$ cat config.mk
export PLATFORM = sky130hd
export DESIGN_NAME = uptfc_top
export DESIGN_NICKNAME = d
export VERILOG_FILES = /design/src/design/uptfc_pkg.sv /design/src/design/uptfc_top.sv /design/src/design/uptfc_sync.sv /design/src/design/uptfc_rx.sv
export SDC_FILE = /design/constraint.sdc
export NUM_CORES = 1
export LEC_CHECK = 0
export ABC_CLOCK_PERIOD_IN_PS = 7250
export BUFFER_PORTS_ARGS = -buffer_cell sky130_fd_sc_hd__buf_4
export CAP_MARGIN = 20
export CORE_MARGIN = 5
export CORE_UTILIZATION = 50
export DETAILED_ROUTE_END_ITERATION = 10
export GPL_TIMING_DRIVEN = 0
export PLACE_DENSITY = 0.75
export SYNTH_ARGS = -nofsm -noshare
export SYNTH_HDL_FRONTEND = slang
export SYNTH_SLANG_ARGS = --single-unit
$ cat constraint.sdc
create_clock -name clk_i -period 7.25 [get_ports clk_i]
set_clock_uncertainty 0.2 [all_clocks]
set_input_delay 0.725 -clock clk_i [delete_from_list [all_inputs] [get_ports clk_i]]
set_output_delay 0.725 -clock clk_i [all_outputs]
set_load 0.02 [all_outputs]
$ cat src/design/uptfc_pkg.sv
// Package with register map, field layout, reset values and shared types of the transmit port.
package uptfc_pkg;

  // Register byte offsets on the bus.
  localparam int ADDR_W = 12;
  localparam logic [11:0] OFF_RX_BEGIN = 12'h000;
  localparam logic [11:0] OFF_RX_HALT = 12'h004;
  localparam logic [11:0] OFF_TX_BEGIN = 12'h008;
  localparam logic [11:0] OFF_TX_HALT = 12'h00C;
  localparam logic [11:0] OFF_SUSPEND = 12'h01C;
  localparam logic [11:0] OFF_EV_CTS = 12'h100;
  localparam logic [11:0] OFF_EV_CLEAR_TO_SEND_LOST_EVENT = 12'h104;
  localparam logic [11:0] OFF_EV_RXRDY = 12'h108;
  localparam logic [11:0] OFF_EV_TXDONE = 12'h11C;
  localparam logic [11:0] OFF_EV_ERROR = 12'h124;
  localparam logic [11:0] OFF_ERRSRC = 12'h480;
  localparam logic [11:0] OFF_ENABLE = 12'h500;
  localparam logic [11:0] OFF_PSEL_RTS = 12'h508;
  localparam logic [11:0] OFF_PSEL_TX = 12'h50C;
  localparam logic [11:0] OFF_PSEL_CTS = 12'h510;
  localparam logic [11:0] OFF_PSEL_RX = 12'h514;
  localparam logic [11:0] OFF_RXDATA = 12'h518;
  localparam logic [11:0] OFF_TXDATA = 12'h51C;
  localparam logic [11:0] OFF_BAUD = 12'h524;
  localparam logic [11:0] OFF_CONFIG = 12'h56C;

  // Event registers in index order: gain, lost, rx ready, tx done, error.
  localparam int NUM_EV = 5;
  localparam int EV_CTS = 0;
  localparam int EV_CLEAR_TO_SEND_LOST_EVENT = 1;
  localparam int EV_RXRDY = 2;
  localparam int EV_TXDONE = 3;
  localparam int EV_ERROR = 4;
  localparam logic [NUM_EV-1:0][11:0] EV_OFFS = {OFF_EV_ERROR, OFF_EV_TXDONE,
    OFF_EV_RXRDY, OFF_EV_CLEAR_TO_SEND_LOST_EVENT, OFF_EV_CTS};

  // Pin select layout and reset value.
  localparam logic [31:0] PSEL_RESET = 32'hFFFF_FFFF;
  localparam int PSEL_CONNECT_BIT = 31;
  localparam int PSEL_PIN_W = 5;

  // Enable field and its enabling value.
  localparam int ENABLE_W = 4;
  localparam logic [3:0] ENABLE_ON = 4'h4;

  // Configuration and error source bits.
  localparam int CFG_HWFC_BIT = 0;
  localparam int CFG_PARITY_BIT = 1;
  localparam int ERR_OVERRUN_BIT = 0;
  localparam int ERR_PARITY_BIT = 1;
  localparam int ERR_FRAME_BIT = 2;

  // Character layout and default bit timing.
  localparam int DATA_BITS = 8;
  localparam int FRAME_MAX = 11;
  localparam int CLK_HZ = 50_000_000;
  localparam int BAUD_DEFAULT = 115_200;
  localparam int BAUD_W = 16;
  localparam logic [15:0] BAUD_DIV_RESET = 16'(CLK_HZ / BAUD_DEFAULT);

  // Bus request carried as one bundle.
  typedef struct packed {
    logic read;
    logic write;
    logic [11:0] address;
    logic [31:0] writedata;
  } uptfc_avreq_t;

  // Transmitter states.
  typedef enum {TX_OFF, TX_IDLE, TX_SEND} uptfc_txst_t;

  // Receiver states.
  typedef enum {RX_IDLE, RX_BITS} uptfc_rxst_t;

endpackage

$ cat src/design/uptfc_top.sv
// Serial port with task-driven transmitter, clear-to-send pause and pin routing.
//
// How it works
// - Parity is generated on transmit, checked on receive, as a ninth bit.
// - Every transmitted frame ends with exactly one stop bit.
// - Data moves through one transmit and one receive data register only.
// - Each of the four serial signals goes to the pin its select picks.
// - A disconnected select neither drives nor samples any pin.
// - Pin selects act only while enabled; disabled, all pins are released.
// - Clear-to-send and request-to-send are active low.
// - Transmission starts only after the transmit begin task.
// - While started, a transmit data write sends that byte; a second write before it starts replaces it.
// - A byte done event rises after each byte completes.
// - The transmit halt task ends transmission immediately.
// - With flow control, sending pauses while clear-to-send is deasserted.
// - A byte in progress always finishes before a flow control pause.
// - Disabling leaves configuration registers unchanged.
// - Without flow control, clear-to-send counts as always asserted.
// - Suspend finishes the current byte then halts; begin task resumes.
// - Parity, when enabled, is even in both directions.
// - Separate events mark clear-to-send falling and rising.
`timescale 1ns/1ns
module uptfc_top #(
  parameter int NUM_PINS = 32
) (
  input wire logic clk_i,
  input wire logic rst_i,
  input uptfc_pkg::uptfc_avreq_t avs_req_i,
  output logic [31:0] avs_readdata_o,
  output logic avs_waitrequest_o,
  input wire logic [NUM_PINS-1:0] pin_in_i,
  output logic [NUM_PINS-1:0] pin_out_o,
  output logic [NUM_PINS-1:0] pin_oe_o
);
  import uptfc_pkg::*;

  ////////////////////////////////////////////////////////////////////////////////
  // Declarations.
  logic wait_reg, wait_next;
  logic [31:0] rdata_reg, rdata_next;
  logic [ENABLE_W-1:0] enable_reg, enable_next;
  logic [31:0] psel_rts_reg, psel_rts_next;
  logic [31:0] psel_tx_reg, psel_tx_next;
  logic [31:0] psel_cts_reg, psel_cts_next;
  logic [31:0] psel_rx_reg, psel_rx_next;
  logic [1:0] config_reg, config_next;
  logic [BAUD_W-1:0] baud_reg, baud_next;
  logic [NUM_EV-1:0] ev_reg, ev_next, ev_set, ev_clr;
  logic [2:0] errsrc_reg, errsrc_next, err_set;
  logic [DATA_BITS-1:0] rxdata_reg, rxdata_next;
  logic rx_on_reg, rx_on_next;
  logic cts_prev_reg, cts_prev_next;
  uptfc_txst_t txst_reg, txst_next;
  logic [FRAME_MAX-1:0] sh_reg, sh_next;
  logic [BAUD_W-1:0] cnt_reg, cnt_next;
  logic [3:0] bit_reg, bit_next;
  logic pend_reg, pend_next;
  logic [DATA_BITS-1:0] pdata_reg, pdata_next;
  logic susp_reg, susp_next;
  logic [NUM_PINS-1:0] pout_reg, pout_next, poe_reg, poe_next;
  logic [NUM_PINS-1:0] pin_s;
  logic en, hwfc, par_en, wr_take, rd_take, cts_n, cts_ok, rx_line, tx_line, rts_n;
  logic [3:0] last_bit;
  logic [DATA_BITS-1:0] rx_byte;
  logic rx_valid, rx_perr, rx_ferr;

  ////////////////////////////////////////////////////////////////////////////////
  // Helpers.

  // Picks the level of the selected pin; a disconnected signal reads idle high.
  function automatic logic pin_pick(input logic [31:0] psel,
                                    input logic [NUM_PINS-1:0] vec);
    if (psel[PSEL_CONNECT_BIT])
      return 1'b1;
    else
      return vec[psel[PSEL_PIN_W-1:0]];
  endfunction

  // True when a select routes its signal to the given pin.
  function automatic logic pin_hit(input logic [31:0] psel, input int p);
    return !psel[PSEL_CONNECT_BIT] && (psel[PSEL_PIN_W-1:0] == PSEL_PIN_W'(p));
  endfunction

  // Pin levels cross into the clock domain through two flip-flops.
  uptfc_sync #(.W(NUM_PINS)) u_sync (
    .clk_i(clk_i),
    .rst_i(rst_i),
    .d_i(pin_in_i),
    .q_o(pin_s)
  );

  // Inputs are sampled only from connected pins of an enabled port.
  assign en = (enable_reg == ENABLE_ON);
  assign hwfc = config_reg[CFG_HWFC_BIT];
  assign par_en = config_reg[CFG_PARITY_BIT];
  assign cts_n = en ? pin_pick(psel_cts_reg, pin_s) : 1'b1;
  assign rx_line = en ? pin_pick(psel_rx_reg, pin_s) : 1'b1;
  assign cts_ok = !hwfc || !cts_n;

  uptfc_rx u_rx (
    .clk_i(clk_i),
    .rst_i(rst_i),
    .run_i(rx_on_reg && en),
    .line_i(rx_line),
    .parity_en_i(par_en),
    .baud_div_i(baud_reg),
    .byte_o(rx_byte),
    .byte_valid_o(rx_valid),
    .parity_err_o(rx_perr),
    .frame_err_o(rx_ferr)
  );

  ////////////////////////////////////////////////////////////////////////////////
  // Bus slave and registers.

  // A request is answered one cycle after it appears; writes land at the answer edge.
  assign rd_take = avs_req_i.read && wait_reg;
  assign wr_take = avs_req_i.write && !wait_reg;

  always_comb
  begin
    wait_next = !((avs_req_i.read || avs_req_i.write) && wait_reg);
    rdata_next = rdata_reg;
    enable_next = enable_reg;
    psel_rts_next = psel_rts_reg;
    psel_tx_next = psel_tx_reg;
    psel_cts_next = psel_cts_reg;
    psel_rx_next = psel_rx_reg;
    config_next = config_reg;
    baud_next = baud_reg;
    ev_clr = '0;
    if (rd_take)
    begin
      rdata_next = '0;
      for (int i = 0; i < NUM_EV; i++)
      begin
        if (avs_req_i.address == EV_OFFS[i])
          rdata_next = {31'h0000_0000, ev_reg[i]};
      end
      case (avs_req_i.address)
        OFF_ERRSRC: rdata_next = {29'h0000_0000, errsrc_reg};
        OFF_ENABLE: rdata_next = {28'h000_0000, enable_reg};
        OFF_PSEL_RTS: rdata_next = psel_rts_reg;
        OFF_PSEL_TX: rdata_next = psel_tx_reg;
        OFF_PSEL_CTS: rdata_next = psel_cts_reg;
        OFF_PSEL_RX: rdata_next = psel_rx_reg;
        OFF_RXDATA: rdata_next = {24'h00_0000, rxdata_reg};
        OFF_BAUD: rdata_next = {16'h0000, baud_reg};
        OFF_CONFIG: rdata_next = {30'h0000_0000, config_reg};
        default: ;
      endcase
    end
    if (wr_take)
    begin
      for (int i = 0; i < NUM_EV; i++)
      begin
        if (avs_req_i.address == EV_OFFS[i] && !avs_req_i.writedata[0])
          ev_clr[i] = 1'b1;
      end
      case (avs_req_i.address)
        OFF_ENABLE: enable_next = avs_req_i.writedata[ENABLE_W-1:0];
        OFF_PSEL_RTS: psel_rts_next = avs_req_i.writedata;
        OFF_PSEL_TX: psel_tx_next = avs_req_i.writedata;
        OFF_PSEL_CTS: psel_cts_next = avs_req_i.writedata;
        OFF_PSEL_RX: psel_rx_next = avs_req_i.writedata;
        OFF_BAUD: baud_next = avs_req_i.writedata[BAUD_W-1:0];
        OFF_CONFIG: config_next = avs_req_i.writedata[1:0];
        default: ;
      endcase
    end
  end

  // Events and error bits: a hardware set wins over a clear in the same cycle.
  always_comb
  begin
    ev_set = '0;
    ev_set[EV_CTS] = en && cts_prev_reg && !cts_n;
    ev_set[EV_CLEAR_TO_SEND_LOST_EVENT] = en && !cts_prev_reg && cts_n;
    ev_set[EV_RXRDY] = rx_valid;
    ev_set[EV_TXDONE] = (txst_reg == TX_SEND) && (txst_next != TX_SEND)
      && (cnt_reg == baud_reg - 16'h0001) && (bit_reg == last_bit);
    err_set = {rx_valid && rx_ferr, rx_valid && rx_perr, rx_valid && ev_reg[EV_RXRDY]};
    ev_set[EV_ERROR] = |err_set;
    ev_next = ev_set | (ev_reg & ~ev_clr);
    errsrc_next = errsrc_reg;
    if (wr_take && avs_req_i.address == OFF_ERRSRC)
      errsrc_next = errsrc_reg & ~avs_req_i.writedata[2:0];
    errsrc_next = errsrc_next | err_set;
    rxdata_next = rx_valid ? rx_byte : rxdata_reg;
    cts_prev_next = cts_n;
    rx_on_next = rx_on_reg;
    if (wr_take && avs_req_i.writedata[0])
    begin
      if (avs_req_i.address == OFF_RX_BEGIN)
        rx_on_next = 1'b1;
      if (avs_req_i.address == OFF_RX_HALT || avs_req_i.address == OFF_SUSPEND)
        rx_on_next = 1'b0;
    end
    if (!en)
      rx_on_next = 1'b0;
  end

  ////////////////////////////////////////////////////////////////////////////////
  // Transmitter.

  assign last_bit = par_en ? 4'(FRAME_MAX - 1) : 4'(FRAME_MAX - 2);

  // Sends pending bytes one frame at a time; pauses only between frames.
  always_comb
  begin
    txst_next = txst_reg;
    sh_next = sh_reg;
    cnt_next = cnt_reg;
    bit_next = bit_reg;
    pend_next = pend_reg;
    pdata_next = pdata_reg;
    susp_next = susp_reg;
    if (wr_take && avs_req_i.address == OFF_TXDATA && txst_reg != TX_OFF)
    begin
      pend_next = 1'b1;
      pdata_next = avs_req_i.writedata[DATA_BITS-1:0];
    end
    if (wr_take && avs_req_i.writedata[0] && avs_req_i.address == OFF_SUSPEND)
      susp_next = 1'b1;
    case (txst_reg)
      TX_OFF:
      begin
        pend_next = 1'b0;
        if (wr_take && avs_req_i.writedata[0] && avs_req_i.address == OFF_TX_BEGIN)
        begin
          txst_next = TX_IDLE;
          susp_next = 1'b0;
        end
      end
      TX_IDLE:
      begin
        if (susp_next || (wr_take && avs_req_i.writedata[0]
            && avs_req_i.address == OFF_TX_HALT))
          txst_next = TX_OFF;
        else if (pend_reg && cts_ok)
        begin
          txst_next = TX_SEND;
          pend_next = 1'b0;
          cnt_next = '0;
          bit_next = '0;
          if (par_en)
            sh_next = {1'b1, ^pdata_reg, pdata_reg, 1'b0};
          else
            sh_next = {2'b11, pdata_reg, 1'b0};
        end
      end
      TX_SEND:
      begin
        if (wr_take && avs_req_i.writedata[0] && avs_req_i.address == OFF_TX_HALT)
          txst_next = TX_OFF;
        else if (cnt_reg == baud_reg - 16'h0001)
        begin
          cnt_next = '0;
          sh_next = {1'b1, sh_reg[FRAME_MAX-1:1]};
          bit_next = bit_reg + 4'h1;
          if (bit_reg == last_bit)
            txst_next = susp_next ? TX_OFF : TX_IDLE;
        end
        else
          cnt_next = cnt_reg + 16'h0001;
      end
      default:
        txst_next = TX_OFF;
    endcase
    if (!en)
      txst_next = TX_OFF;
  end

  ////////////////////////////////////////////////////////////////////////////////
  // Pin routing.

  assign tx_line = (txst_reg == TX_SEND) ? sh_reg[0] : 1'b1;
  assign rts_n = !rx_on_reg;

  // Each pin is driven by the transmit or request signal whose select names it.
  genvar gp;
  generate
    for (gp = 0; gp < NUM_PINS; gp++)
    begin : g_pin
      logic tx_hit, rts_hit;
      assign tx_hit = en && pin_hit(psel_tx_reg, gp);
      assign rts_hit = en && pin_hit(psel_rts_reg, gp);
      assign poe_next[gp] = tx_hit || rts_hit;
      assign pout_next[gp] = tx_hit ? tx_line : (rts_hit ? rts_n : 1'b1);
    end
  endgenerate

  ////////////////////////////////////////////////////////////////////////////////
  // State registers; disabling never resets configuration, only reset does.
  always_ff @(posedge clk_i)
  begin
    if (rst_i)
    begin
      wait_reg <= 1'b1;
      rdata_reg <= '0;
      enable_reg <= '0;
      psel_rts_reg <= PSEL_RESET;
      psel_tx_reg <= PSEL_RESET;
      psel_cts_reg <= PSEL_RESET;
      psel_rx_reg <= PSEL_RESET;
      config_reg <= '0;
      baud_reg <= BAUD_DIV_RESET;
      ev_reg <= '0;
      errsrc_reg <= '0;
      rxdata_reg <= '0;
      rx_on_reg <= 1'b0;
      cts_prev_reg <= 1'b1;
      txst_reg <= TX_OFF;
      sh_reg <= '1;
      cnt_reg <= '0;
      bit_reg <= '0;
      pend_reg <= 1'b0;
      pdata_reg <= '0;
      susp_reg <= 1'b0;
      pout_reg <= '1;
      poe_reg <= '0;
    end
    else
    begin
      wait_reg <= wait_next;
      rdata_reg <= rdata_next;
      enable_reg <= enable_next;
      psel_rts_reg <= psel_rts_next;
      psel_tx_reg <= psel_tx_next;
      psel_cts_reg <= psel_cts_next;
      psel_rx_reg <= psel_rx_next;
      config_reg <= config_next;
      baud_reg <= baud_next;
      ev_reg <= ev_next;
      errsrc_reg <= errsrc_next;
      rxdata_reg <= rxdata_next;
      rx_on_reg <= rx_on_next;
      cts_prev_reg <= cts_prev_next;
      txst_reg <= txst_next;
      sh_reg <= sh_next;
      cnt_reg <= cnt_next;
      bit_reg <= bit_next;
      pend_reg <= pend_next;
      pdata_reg <= pdata_next;
      susp_reg <= susp_next;
      pout_reg <= pout_next;
      poe_reg <= poe_next;
    end
  end

  assign avs_readdata_o = rdata_reg;
  assign avs_waitrequest_o = wait_reg;
  assign pin_out_o = pout_reg;
  assign pin_oe_o = poe_reg;
endmodule

$ cat src/design/uptfc_sync.sv
// Two flip-flop synchroniser for a vector of pin inputs.
`timescale 1ns/1ns
module uptfc_sync #(
  parameter int W = 32
) (
  input wire logic clk_i,
  input wire logic rst_i,
  input wire logic [W-1:0] d_i,
  output logic [W-1:0] q_o
);
  logic [W-1:0] meta_reg;
  logic [W-1:0] meta_next;
  logic [W-1:0] q_reg;
  logic [W-1:0] q_next;

  // The first stage is read by the second stage only.
  always_comb
  begin
    meta_next = d_i;
    q_next = meta_reg;
  end

  // Both stages reset to the idle high level of a serial line.
  always_ff @(posedge clk_i)
  begin
    if (rst_i)
    begin
      meta_reg <= '1;
      q_reg <= '1;
    end
    else
    begin
      meta_reg <= meta_next;
      q_reg <= q_next;
    end
  end

  assign q_o = q_reg;
endmodule

$ cat src/design/uptfc_rx.sv
// Receive shifter with even parity check and stop bit check.
`timescale 1ns/1ns
module uptfc_rx
  import uptfc_pkg::*;
(
  input wire logic clk_i,
  input wire logic rst_i,
  input wire logic run_i,
  input wire logic line_i,
  input wire logic parity_en_i,
  input wire logic [BAUD_W-1:0] baud_div_i,
  output logic [DATA_BITS-1:0] byte_o,
  output logic byte_valid_o,
  output logic parity_err_o,
  output logic frame_err_o
);
  uptfc_rxst_t st_reg, st_next;
  logic [BAUD_W-1:0] cnt_reg, cnt_next;
  logic [3:0] bit_reg, bit_next;
  logic [FRAME_MAX-1:0] sh_reg, sh_next;
  logic [DATA_BITS-1:0] byte_reg, byte_next;
  logic valid_reg, valid_next;
  logic perr_reg, perr_next;
  logic ferr_reg, ferr_next;
  logic [3:0] last_bit;

  // Samples mid-bit; the collected frame is left aligned, stop bit in the top bit, when the stop bit arrives.
  always_comb
  begin
    st_next = st_reg;
    cnt_next = cnt_reg;
    bit_next = bit_reg;
    sh_next = sh_reg;
    byte_next = byte_reg;
    valid_next = 1'b0;
    perr_next = 1'b0;
    ferr_next = 1'b0;
    last_bit = parity_en_i ? 4'(FRAME_MAX - 1) : 4'(FRAME_MAX - 2);
    case (st_reg)
      RX_IDLE:
      begin
        if (run_i && !line_i)
        begin
          st_next = RX_BITS;
          cnt_next = baud_div_i >> 1;
          bit_next = 4'h0;
        end
      end
      RX_BITS:
      begin
        if (cnt_reg == '0)
        begin
          sh_next = {line_i, sh_reg[FRAME_MAX-1:1]};
          cnt_next = baud_div_i - 16'h0001;
          bit_next = bit_reg + 4'h1;
          if (bit_reg == last_bit)
          begin
            st_next = RX_IDLE;
            valid_next = 1'b1;
            byte_next = parity_en_i ? sh_next[8:1] : sh_next[9:2];
            perr_next = parity_en_i && (^sh_next[9:1]);
            ferr_next = !sh_next[FRAME_MAX-1];
          end
        end
        else
        begin
          cnt_next = cnt_reg - 16'h0001;
        end
        if (!run_i)
        begin
          st_next = RX_IDLE;
        end
      end
      default:
      begin
        st_next = RX_IDLE;
      end
    endcase
  end

  // Registers of the receiver.
  always_ff @(posedge clk_i)
  begin
    if (rst_i)
    begin
      st_reg <= RX_IDLE;
      cnt_reg <= '0;
      bit_reg <= '0;
      sh_reg <= '1;
      byte_reg <= '0;
      valid_reg <= 1'b0;
      perr_reg <= 1'b0;
      ferr_reg <= 1'b0;
    end
    else
    begin
      st_reg <= st_next;
      cnt_reg <= cnt_next;
      bit_reg <= bit_next;
      sh_reg <= sh_next;
      byte_reg <= byte_next;
      valid_reg <= valid_next;
      perr_reg <= perr_next;
      ferr_reg <= ferr_next;
    end
  end

  assign byte_o = byte_reg;
  assign byte_valid_o = valid_reg;
  assign parity_err_o = perr_reg;
  assign frame_err_o = ferr_reg;
endmodule

Word-level counts from Yosys, hierarchy flattened:

Cells that the tools add are included.

* add/subtract/negate cells: 5
* magnitude comparators: 2
* eq/ne operators: 98
* mux-type cells: 134
* bitwise operators: 10
* reductions and logical operators: 234

Operators with widths (number)
* $mux W32: 15
* $pmux W32 S9: 1
* $eq A5 B5 Y1 const B: 32
* $logic_and A1 B1 Y1: 157
* $eq A12 B11 Y1 const B: 10
* $mux W16: 6
* $pmux W32 S3: 1
* $mux W1: 87
* $eq A5 B4 Y1 const B: 16
* $eq A32 B1 Y1 const B: 2
* $logic_not A32 Y1: 2
* $pmux W16 S2: 2
* $pmux W32 S2: 1
* $eq A12 B9 Y1 const B: 5
* $mux W11: 4
* $eq A5 B3 Y1 const B: 8
* $logic_or A1 B1 Y1: 36
* $eq A32 B2 Y1 const B: 1
* $eq A32 B3 Y1 const B: 1
* $ne A32 B3 Y1 const B: 1
* $reduce_bool A32 Y1: 1
* $sub A16 B1 Y16 const B: 2
* $eq A12 B4 Y1 const B: 2
* $mux W4: 6
* other kinds (43): 84

* flip-flop bits (word level): 476
* input port bits: 80

Longest topological paths before layout:

Gate-level depths: netlist of run 1.

* word-level depth: 16
* depth in mapped cells: 13
* depth with buffers taken out: 10

Hierarchy:

From an unflattened synthesis of run 1, not the netlist that was laid out.

* cells, all modules: 2109
* area, all modules: 18343.8 um^2

Modules (own cells, without submodules)
* uptfc_top: times used 1, cells an instance 1680, area each 14122.3 um^2, seq. area each 6746.5 um^2
* uptfc_rx: times used 1, cells an instance 294, area each 2461.1 um^2, seq. area each 820.8 um^2
* uptfc_sync: times used 1, cells an instance 135, area each 1760.4 um^2, seq. area each 1281.2 um^2

Least setup slack after synthesis of run 1:

No wires, ideal clock.

* kind: reg-to-reg
* start point: register baud_reg[0]
* end point: register cnt_reg[10]
* setup time: 132 ps
* arrival: 3383 ps
* data required time: 6918 ps
* path slack: 3535 ps
* cell stages (with the launch flop): 14
* period minus slack after synthesis: 3715 ps
* cell sequence: dfxtp_1 clkbuf_1 inv_1 ha_1 or4b_1 buf_2 nor4_2 nor3b_1 a2111oi_2 o2111ai_2 o41a_1 nor2_1 buf_2 nor3_1

* cells in the longest elaborated chain, start to end: 5

RTL lines
* from (decl): RTL line uptfc_top.sv:47 `logic [BAUD_W-1:0] baud_reg, baud_next;`
* from (signal assigned): RTL line uptfc_top.sv:333 `baud_reg <= baud_next;`
* $sub A16 B1 Y16: RTL line uptfc_top.sv:256 `else if (cnt_reg == baud_reg - 16'h0001)`
* $eq A16 B16 Y1: RTL line uptfc_top.sv:256
* $mux W16: RTL line uptfc_top.sv:256
* $mux W16: RTL line uptfc_top.sv:254 `if (wr_take && avs_req_i.writedata[0] && avs_req_i.address == OFF_TX_HALT)`
* $pmux W16 S2: RTL line uptfc_top.sv:225 `case (txst_reg)`
* to (signal assigned): RTL line uptfc_top.sv:341 `cnt_reg <= cnt_next;`
* to (decl): RTL line uptfc_top.sv:55 `logic [BAUD_W-1:0] cnt_reg, cnt_next;`

No other way between the ends. The select of a mux whose other input is x is not followed.
A chain may end at the register's enable or synchronous reset.

Worst setup path after layout of run 1:

* start point: register baud_reg[0]
* end point: register cnt_reg[11]

The elaborated chain is that of the path after synthesis.

==> flow_metrics.tcl, run 1 <==
set metrics [dict create \
    status "completed" \
    core_area_mm2 0.03635 \
    die-area_mm2 0.04043 \
    via_per_inst 5.966 \
    clk_latency_ns 0.58 \
    drive_gt1_share_pct 14.45 \
    totalWireLength_um 58430 \
    holdWs_ns 0.1302 \
    worst_pin_slew_ns 1.054 \
    drt_pass1_iterations 9 \
    dp_hpwl_um 42600 \
    io_buffer_count 173 \
    htreeDepth 2 \
    crit_arrival_ns 5.03 \
    cts_hold_buf 0 \
    synth_seq_cells 442 \
    hold_depth 2 \
    via_count 17534 \
    die_w_um 201.1 \
    postSynthCellCount 2187 \
    fmax_mhz 208.9 \
    finalWorstSetupSlack_ns 2.463 \
    required_ns 7.50 \
    layout-area-overhead-vs-synth_pct 19.53 \
    fp.dieH_um 201.1 \
    grt_overflow 0 \
    first_iter_violations 1761 \
    cts_setup_buffers 0 \
    first_global_vias 16677 \
    power_leakage_uw 0.008510 \
    async_reset_ff_share_pct 0 \
    synth_warnings 0 \
    place_area_mm2 0.02028 \
    grt_max_degree 14 \
    hold_violations 0 \
    initial_core_util_pct 50.23 \
    syn_area_mm2 0.01826 \
    post-route-min-period_ns 4.787 \
    min_period_over_period_pct 66.03 \
    path_class "reg2reg" \
    clkTransAtPathRegs_ns 0.06 \
    rsz0062_at_grt "no" \
    cts_sinks 442 \
    place_ws_ns 2.562 \
    cts_tree "done" \
    gp_congestion 0.9864 \
    slew_headroom_pct 29.57 \
    nFillCells 3166 \
    antenna_cells 0 \
    cts_resized 0 \
    synth_edf_count 0 \
    ys.flop_type "dfxtp_1" \
    synth_area_per_cell_um2 8.348 \
    path_max_fanout 10 \
    numCtsBuffers 45 \
    synth-seq-area-share_pct 48.47 \
    rows 70 \
    clockBufferDepth 3 \
    postLayoutCellArea_mm2 0.02182 \
    cts_root_buffer "clkbuf_16" \
    synth_cell_types 74 \
    rr_worst_depth 13 \
    finalMaxSlewViolations 0 \
    grt_pass1_wl_um 91710 \
    fin_nets 2525 \
    ios 177 \
    drcViolationCount 0 \
    start_kind "flip-flop" \
    p_per_area_mw_per_mm2 232.9 \
    finalSetupViolCount 0 \
    max-cap-violations 0 \
    fin_setup_tns_ns 0 \
    endpoint_kind "flip-flop" \
    grt_use_total_pct 27.82 \
    vdd_drop_max_v 0.0001777 \
    holdCritPathClass "in2reg" \
    detail-route-antenna-nets 0 \
    grt_antenna_before_repair 0 \
    wl_per_cell_um 19.88 \
    design_power_total_uw 5083 \
]
-- stage by stage --
stage,utilization (%),std cells
finish,60.04,2939
global route,60.04,2939
CTS,60.02,2938
detailed placement,55.79,2859
global placement,55.71,2857
floorplan,-,2216
-- cell usage after synthesis (all sizes together), types with 10 or more instances --
master	n	area (µm²)
o211ai	11	82.58
a31oi	33	206.5
nor2	115	431.7
nand2	501	1881
buf	27	138.9
or4	10	78.82
xnor2	46	402.9
nor4	32	221.5
mux4	10	225.2
nor2b	10	62.56
nand2b	13	81.33
and2	11	68.82
or3	12	75.07
nand4	14	87.58
a21oi	99	495.5
o21ai	99	495.5
a222oi	10	100.1
inv	24	90.09
mux2i	47	470.5
clkbuf	131	491.7
a22oi	68	510.5
or2	67	419.2
dfxtp	442	8848
nand3	172	860.8
a211oi	22	165.2
nor3	50	250.2
-- cell type report --
| class | count | area [µm²] | share of cell area (%) |
|---|---|---|---|
| sequential | 442 | 8848 | 40.55 |
| multi-input combinational | 1592 | 8808 | 40.36 |
| clock buffer | 65 | 1333 | 6.106 |
| timing repair buffer | 176 | 1319 | 6.043 |
| buffer | 158 | 630.6 | 2.890 |
| tap | 468 | 585.6 | 2.683 |
| clock inverter | 14 | 207.7 | 0.9518 |
| inverter | 24 | 90.09 | 0.4128 |
-- worst paths after layout --
path,start,slack [ns],end
worst max register to register,baud_reg[0],2.46,cnt_reg[11]
worst min-delay path,pin_in_i[31],0.13,u_sync.meta_reg[31]
worst max-delay path,baud_reg[0],2.46,cnt_reg[11]
worst min register to register,u_sync.meta_reg[16],0.21,u_sync.q_o[16]
-- logic make-up (layout without fill, tap and decap cells) --
kind of cell               Yosys count  count (layout)  synth area share [%]
and+or+nand+nor                   1039            1039                 26.19
DFF                                442             442                 48.47
AOI/OAI and AO/OA                  397             397                 13.93
buffers and inverters              182             437                 3.948
muxes                               66              66                 4.366
xor gates and xnor gates            54              54                 2.666
adders and majority gates            6               6                0.4112
other                                1              30               0.02054
-- critical path: stages, from the launching register on --
cell and delay (ns):
dfxtp_1 0.29, clkbuf_1 0.27, inv_1 0.16, ha_1 0.32
or4b_1 0.48, buf_2 0.21, nor4_2 0.35, nor3b_1 0.11
a2111oi_2 0.45, o2111ai_2 0.27, o41a_1 0.60, nor2_1 0.51
buf_2 0.33, nor3_1 0.08
-- placed cells by master, fill, tap and decap left out, types with 10 or more instances in the layout --
| cell | n |
|---|---|
| nand2_1 | 501 |
| dfxtp_1 | 442 |
| buf_4 | 175 |
| nand3_1 | 172 |
| clkbuf_1 | 139 |
| nor2_1 | 115 |
| a21oi_1 | 99 |
| o21ai_0 | 97 |
| a22oi_1 | 68 |
| or2_2 | 66 |
| nor3_1 | 50 |
| mux2i_1 | 47 |
| xnor2_1 | 46 |
| clkbuf_16 | 46 |
| a31oi_1 | 33 |
| conb_1 | 30 |
| nor4_1 | 29 |
| inv_1 | 24 |
| a211oi_1 | 22 |
| nand4_1 | 14 |
| nand2b_1 | 13 |
| buf_2 | 13 |
| buf_1 | 12 |
| or3_1 | 12 |
| and2_1 | 11 |
| o211ai_1 | 11 |
| clkbuf_8 | 11 |
| a222oi_1 | 10 |
| nor2b_1 | 10 |
| mux4_2 | 10 |
-- metal layers --
metal	up-vias	GRT usage (%)	wire (µm)
li1	8086	-	-
met1	8264	36.57	23770
met2	999	44.84	26370
met3	185	5.073	5491
met4	0	12.68	2789
met5	-	0	0
-- power by group --
part           internal [µW]  switching [µW]
combinational           75.4             123
sequential              2470            17.9
clock                   1420             978
total                   3960            1120
(Power assumes the default switching activity.)
==> run 2: changes to the inputs <==
ABC_CLOCK_PERIOD_IN_PS = 4500   (was 7250)
clock period = 4.5 ns   (was 7.25 ns; I/O delays follow)
==> run 2 against run 1 <==
Register-to-register slack got worse by 2.3 ns; hold slack worse by 0.099 ns; highest routed layer unchanged; critical path depth is 1 lower; flip-flop and latch count is the same; critical endpoint is now bit_reg[3]; non-clock buffer count up 65; via count increased by 1.2%; first-iteration DRC count shrank 1.6%.
==> flow_metrics.tcl, run 2 (synthesized netlist as in run 1, its figures left out) <==
set metrics [dict create \
    status "completed" \
    power_switching_uw 1816 \
    start_kind "flip-flop" \
    grt_max_degree 14 \
    internal-power_uw 6422 \
    htreeDepth 2 \
    layout-area-overhead-vs-synth_pct 23.22 \
    drive_gt1_share_pct 14.35 \
    grt_use_total_pct 28.29 \
    clk_latency_ns 0.58 \
    fin_nets 2590 \
    die_w_um 201.1 \
    wl_per_cell_um 19.81 \
    slew_headroom_pct 30.39 \
    cts_tree "done" \
    power_frac_seq_pct 48.6 \
    numCtsBuffers 45 \
    post-route-min-period_ns 4.352 \
    via_per_inst 5.908 \
    netSwitchingFraction_pct 22.05 \
    cts_sinks 442 \
    grt_overflow 0 \
    finalNonFillerCells 3004 \
    clockBufferDepth 3 \
    first_global_vias 17037 \
    initial_core_util_pct 50.23 \
    vdd_drop_max_v 0.0002896 \
    cp_slowest_stage_delay_ns 0.56 \
    gp_congestion 0.9864 \
    drt_pass1_iterations 7 \
    finalMaxSlewViolations 0 \
    core_area_mm2 0.03635 \
    io_buffer_count 173 \
    path_max_fanout 10 \
    ios 177 \
    rows 70 \
    via_count 17749 \
    first_iter_violations 1733 \
    endpoint_kind "flip-flop" \
    mostFrequentLayoutCell "nand2_1" \
    fmax_mhz 229.8 \
    comb_power_share_pct 4.5 \
    detail-route-antenna-nets 0 \
    worstPathCellList "inv_1, ha_2, or4b_1, buf_2, nor4_4, nor3b_1, a2111oi_2, o2111ai_2, o41a_1, buf_4, or4_1, a21oi_1" \
    antenna_cells 0 \
    power_leakage_uw 0.008786 \
    hold_violations 0 \
    finalSetupViolCount 0 \
    placedCellCount 2859 \
    grt_antenna_before_repair 0 \
    final_cell_mix "nand2_1 (501), dfxtp_1 (442), buf_4 (179)" \
    required_ns 4.81 \
    dp_hpwl_um 42600 \
    path_class "reg2reg" \
    die-area_mm2 0.04043 \
    grt_pass1_wl_um 93250 \
    design_power_total_uw 8238 \
    pwr-share-clk_pct 47.0 \
    cts_root_buffer "clkbuf_16" \
    clkTransAtPathRegs_ns 0.06 \
    holdCritPathClass "in2reg" \
    p_per_area_mw_per_mm2 366.2 \
    drcViolationCount 0 \
    fp.dieH_um 201.1 \
    min_period_over_period_pct 96.71 \
    crit_arrival_ns 4.67 \
    totalWireLength_um 59500 \
    max-cap-violations 0 \
    worst_pin_slew_ns 1.042 \
    crit_path_top_delay_cell "o41a_1" \
]
[run 2: worst paths after layout]
path / startpoint / end / slack [ns] / cells past startpoint
setup / recovery: baud_reg[1] / bit_reg[3] / 0.15 / 12
hold / removal: avs_req_i[3] / psel_tx_reg[3] / 0.03 / 3
setup reg to reg: baud_reg[1] / bit_reg[3] / 0.15 / 12
hold reg to reg: u_sync.meta_reg[16] / u_sync.q_o[16] / 0.21 / 1
[run 2: critical path: cells and delay by family (launching register included)]
family,cells,cell delay [ns]
and+or+nand+nor,4,1.34
adders and majority gates,1,0.28
AOI/OAI and AO/OA,4,1.41
DFF,1,0.44
buffers and inverters,3,0.61
[run 2: stage by stage]
stage                     cell area, µm²  hold slack (ns)  utilization (%)  setup WS [ns]   TNS [ns]
after detailed placement           20280           0.1958            55.79        -0.1883     -1.781
after global routing               22500          0.02327            61.89      -0.003421  -0.003421
after CTS                          22440         0.005670            61.74        0.02939          0
after global placement             20250           0.1969            55.71        -0.7669     -14.54
after floorplan                    18370           0.1895                -         0.7850          0
final                              22500          0.03101            61.89         0.1480          0
[run 2: power groups by stage]
stage	clock [µW]	sequential (µW)	combinational, µW
2_1_floorplan	0	4100	122
3_3_place_gp	0	4080	310
3_5_place_dp	0	4090	313
4_1_cts	3910	4000	358
5_1_grt	4070	4000	390
6_report	3870	4000	367
[run 2: metal layers]
| metal | wire length [µm] | track usage, % | vias to the layer above | share of wire [%] |
|---|---|---|---|---|
| met4 | 2759 | 13.13 | 0 | 4.6 |
| met3 | 5341 | 4.814 | 176 | 9.0 |
| li1 | - | - | 8226 | - |
| met2 | 27230 | 46.01 | 981 | 46 |
| met5 | 0 | 0 | - | 0 |
| met1 | 24160 | 36.95 | 8366 | 41 |
[run 2: cell type report]
class | count | area [µm²]
buffer | 157 | 626.9
tap | 468 | 585.6
inverter | 24 | 90.09
sequential | 442 | 8848
fill | 3074 | 13850
clock inverter | 14 | 207.7
timing repair buffer | 242 | 1969
clock buffer | 65 | 1333
multi-input combinational | 1592 | 8835
[run 2: what timing repair did]
action                                  4_1_cts  5_1_grt
buffers inserted                              0        4
endpoints found under the setup margin       11       24
endpoints found under the hold margin       151        0
pin swaps                                     1        2
resized for setup                             1        5
hold buffers                                 62        0
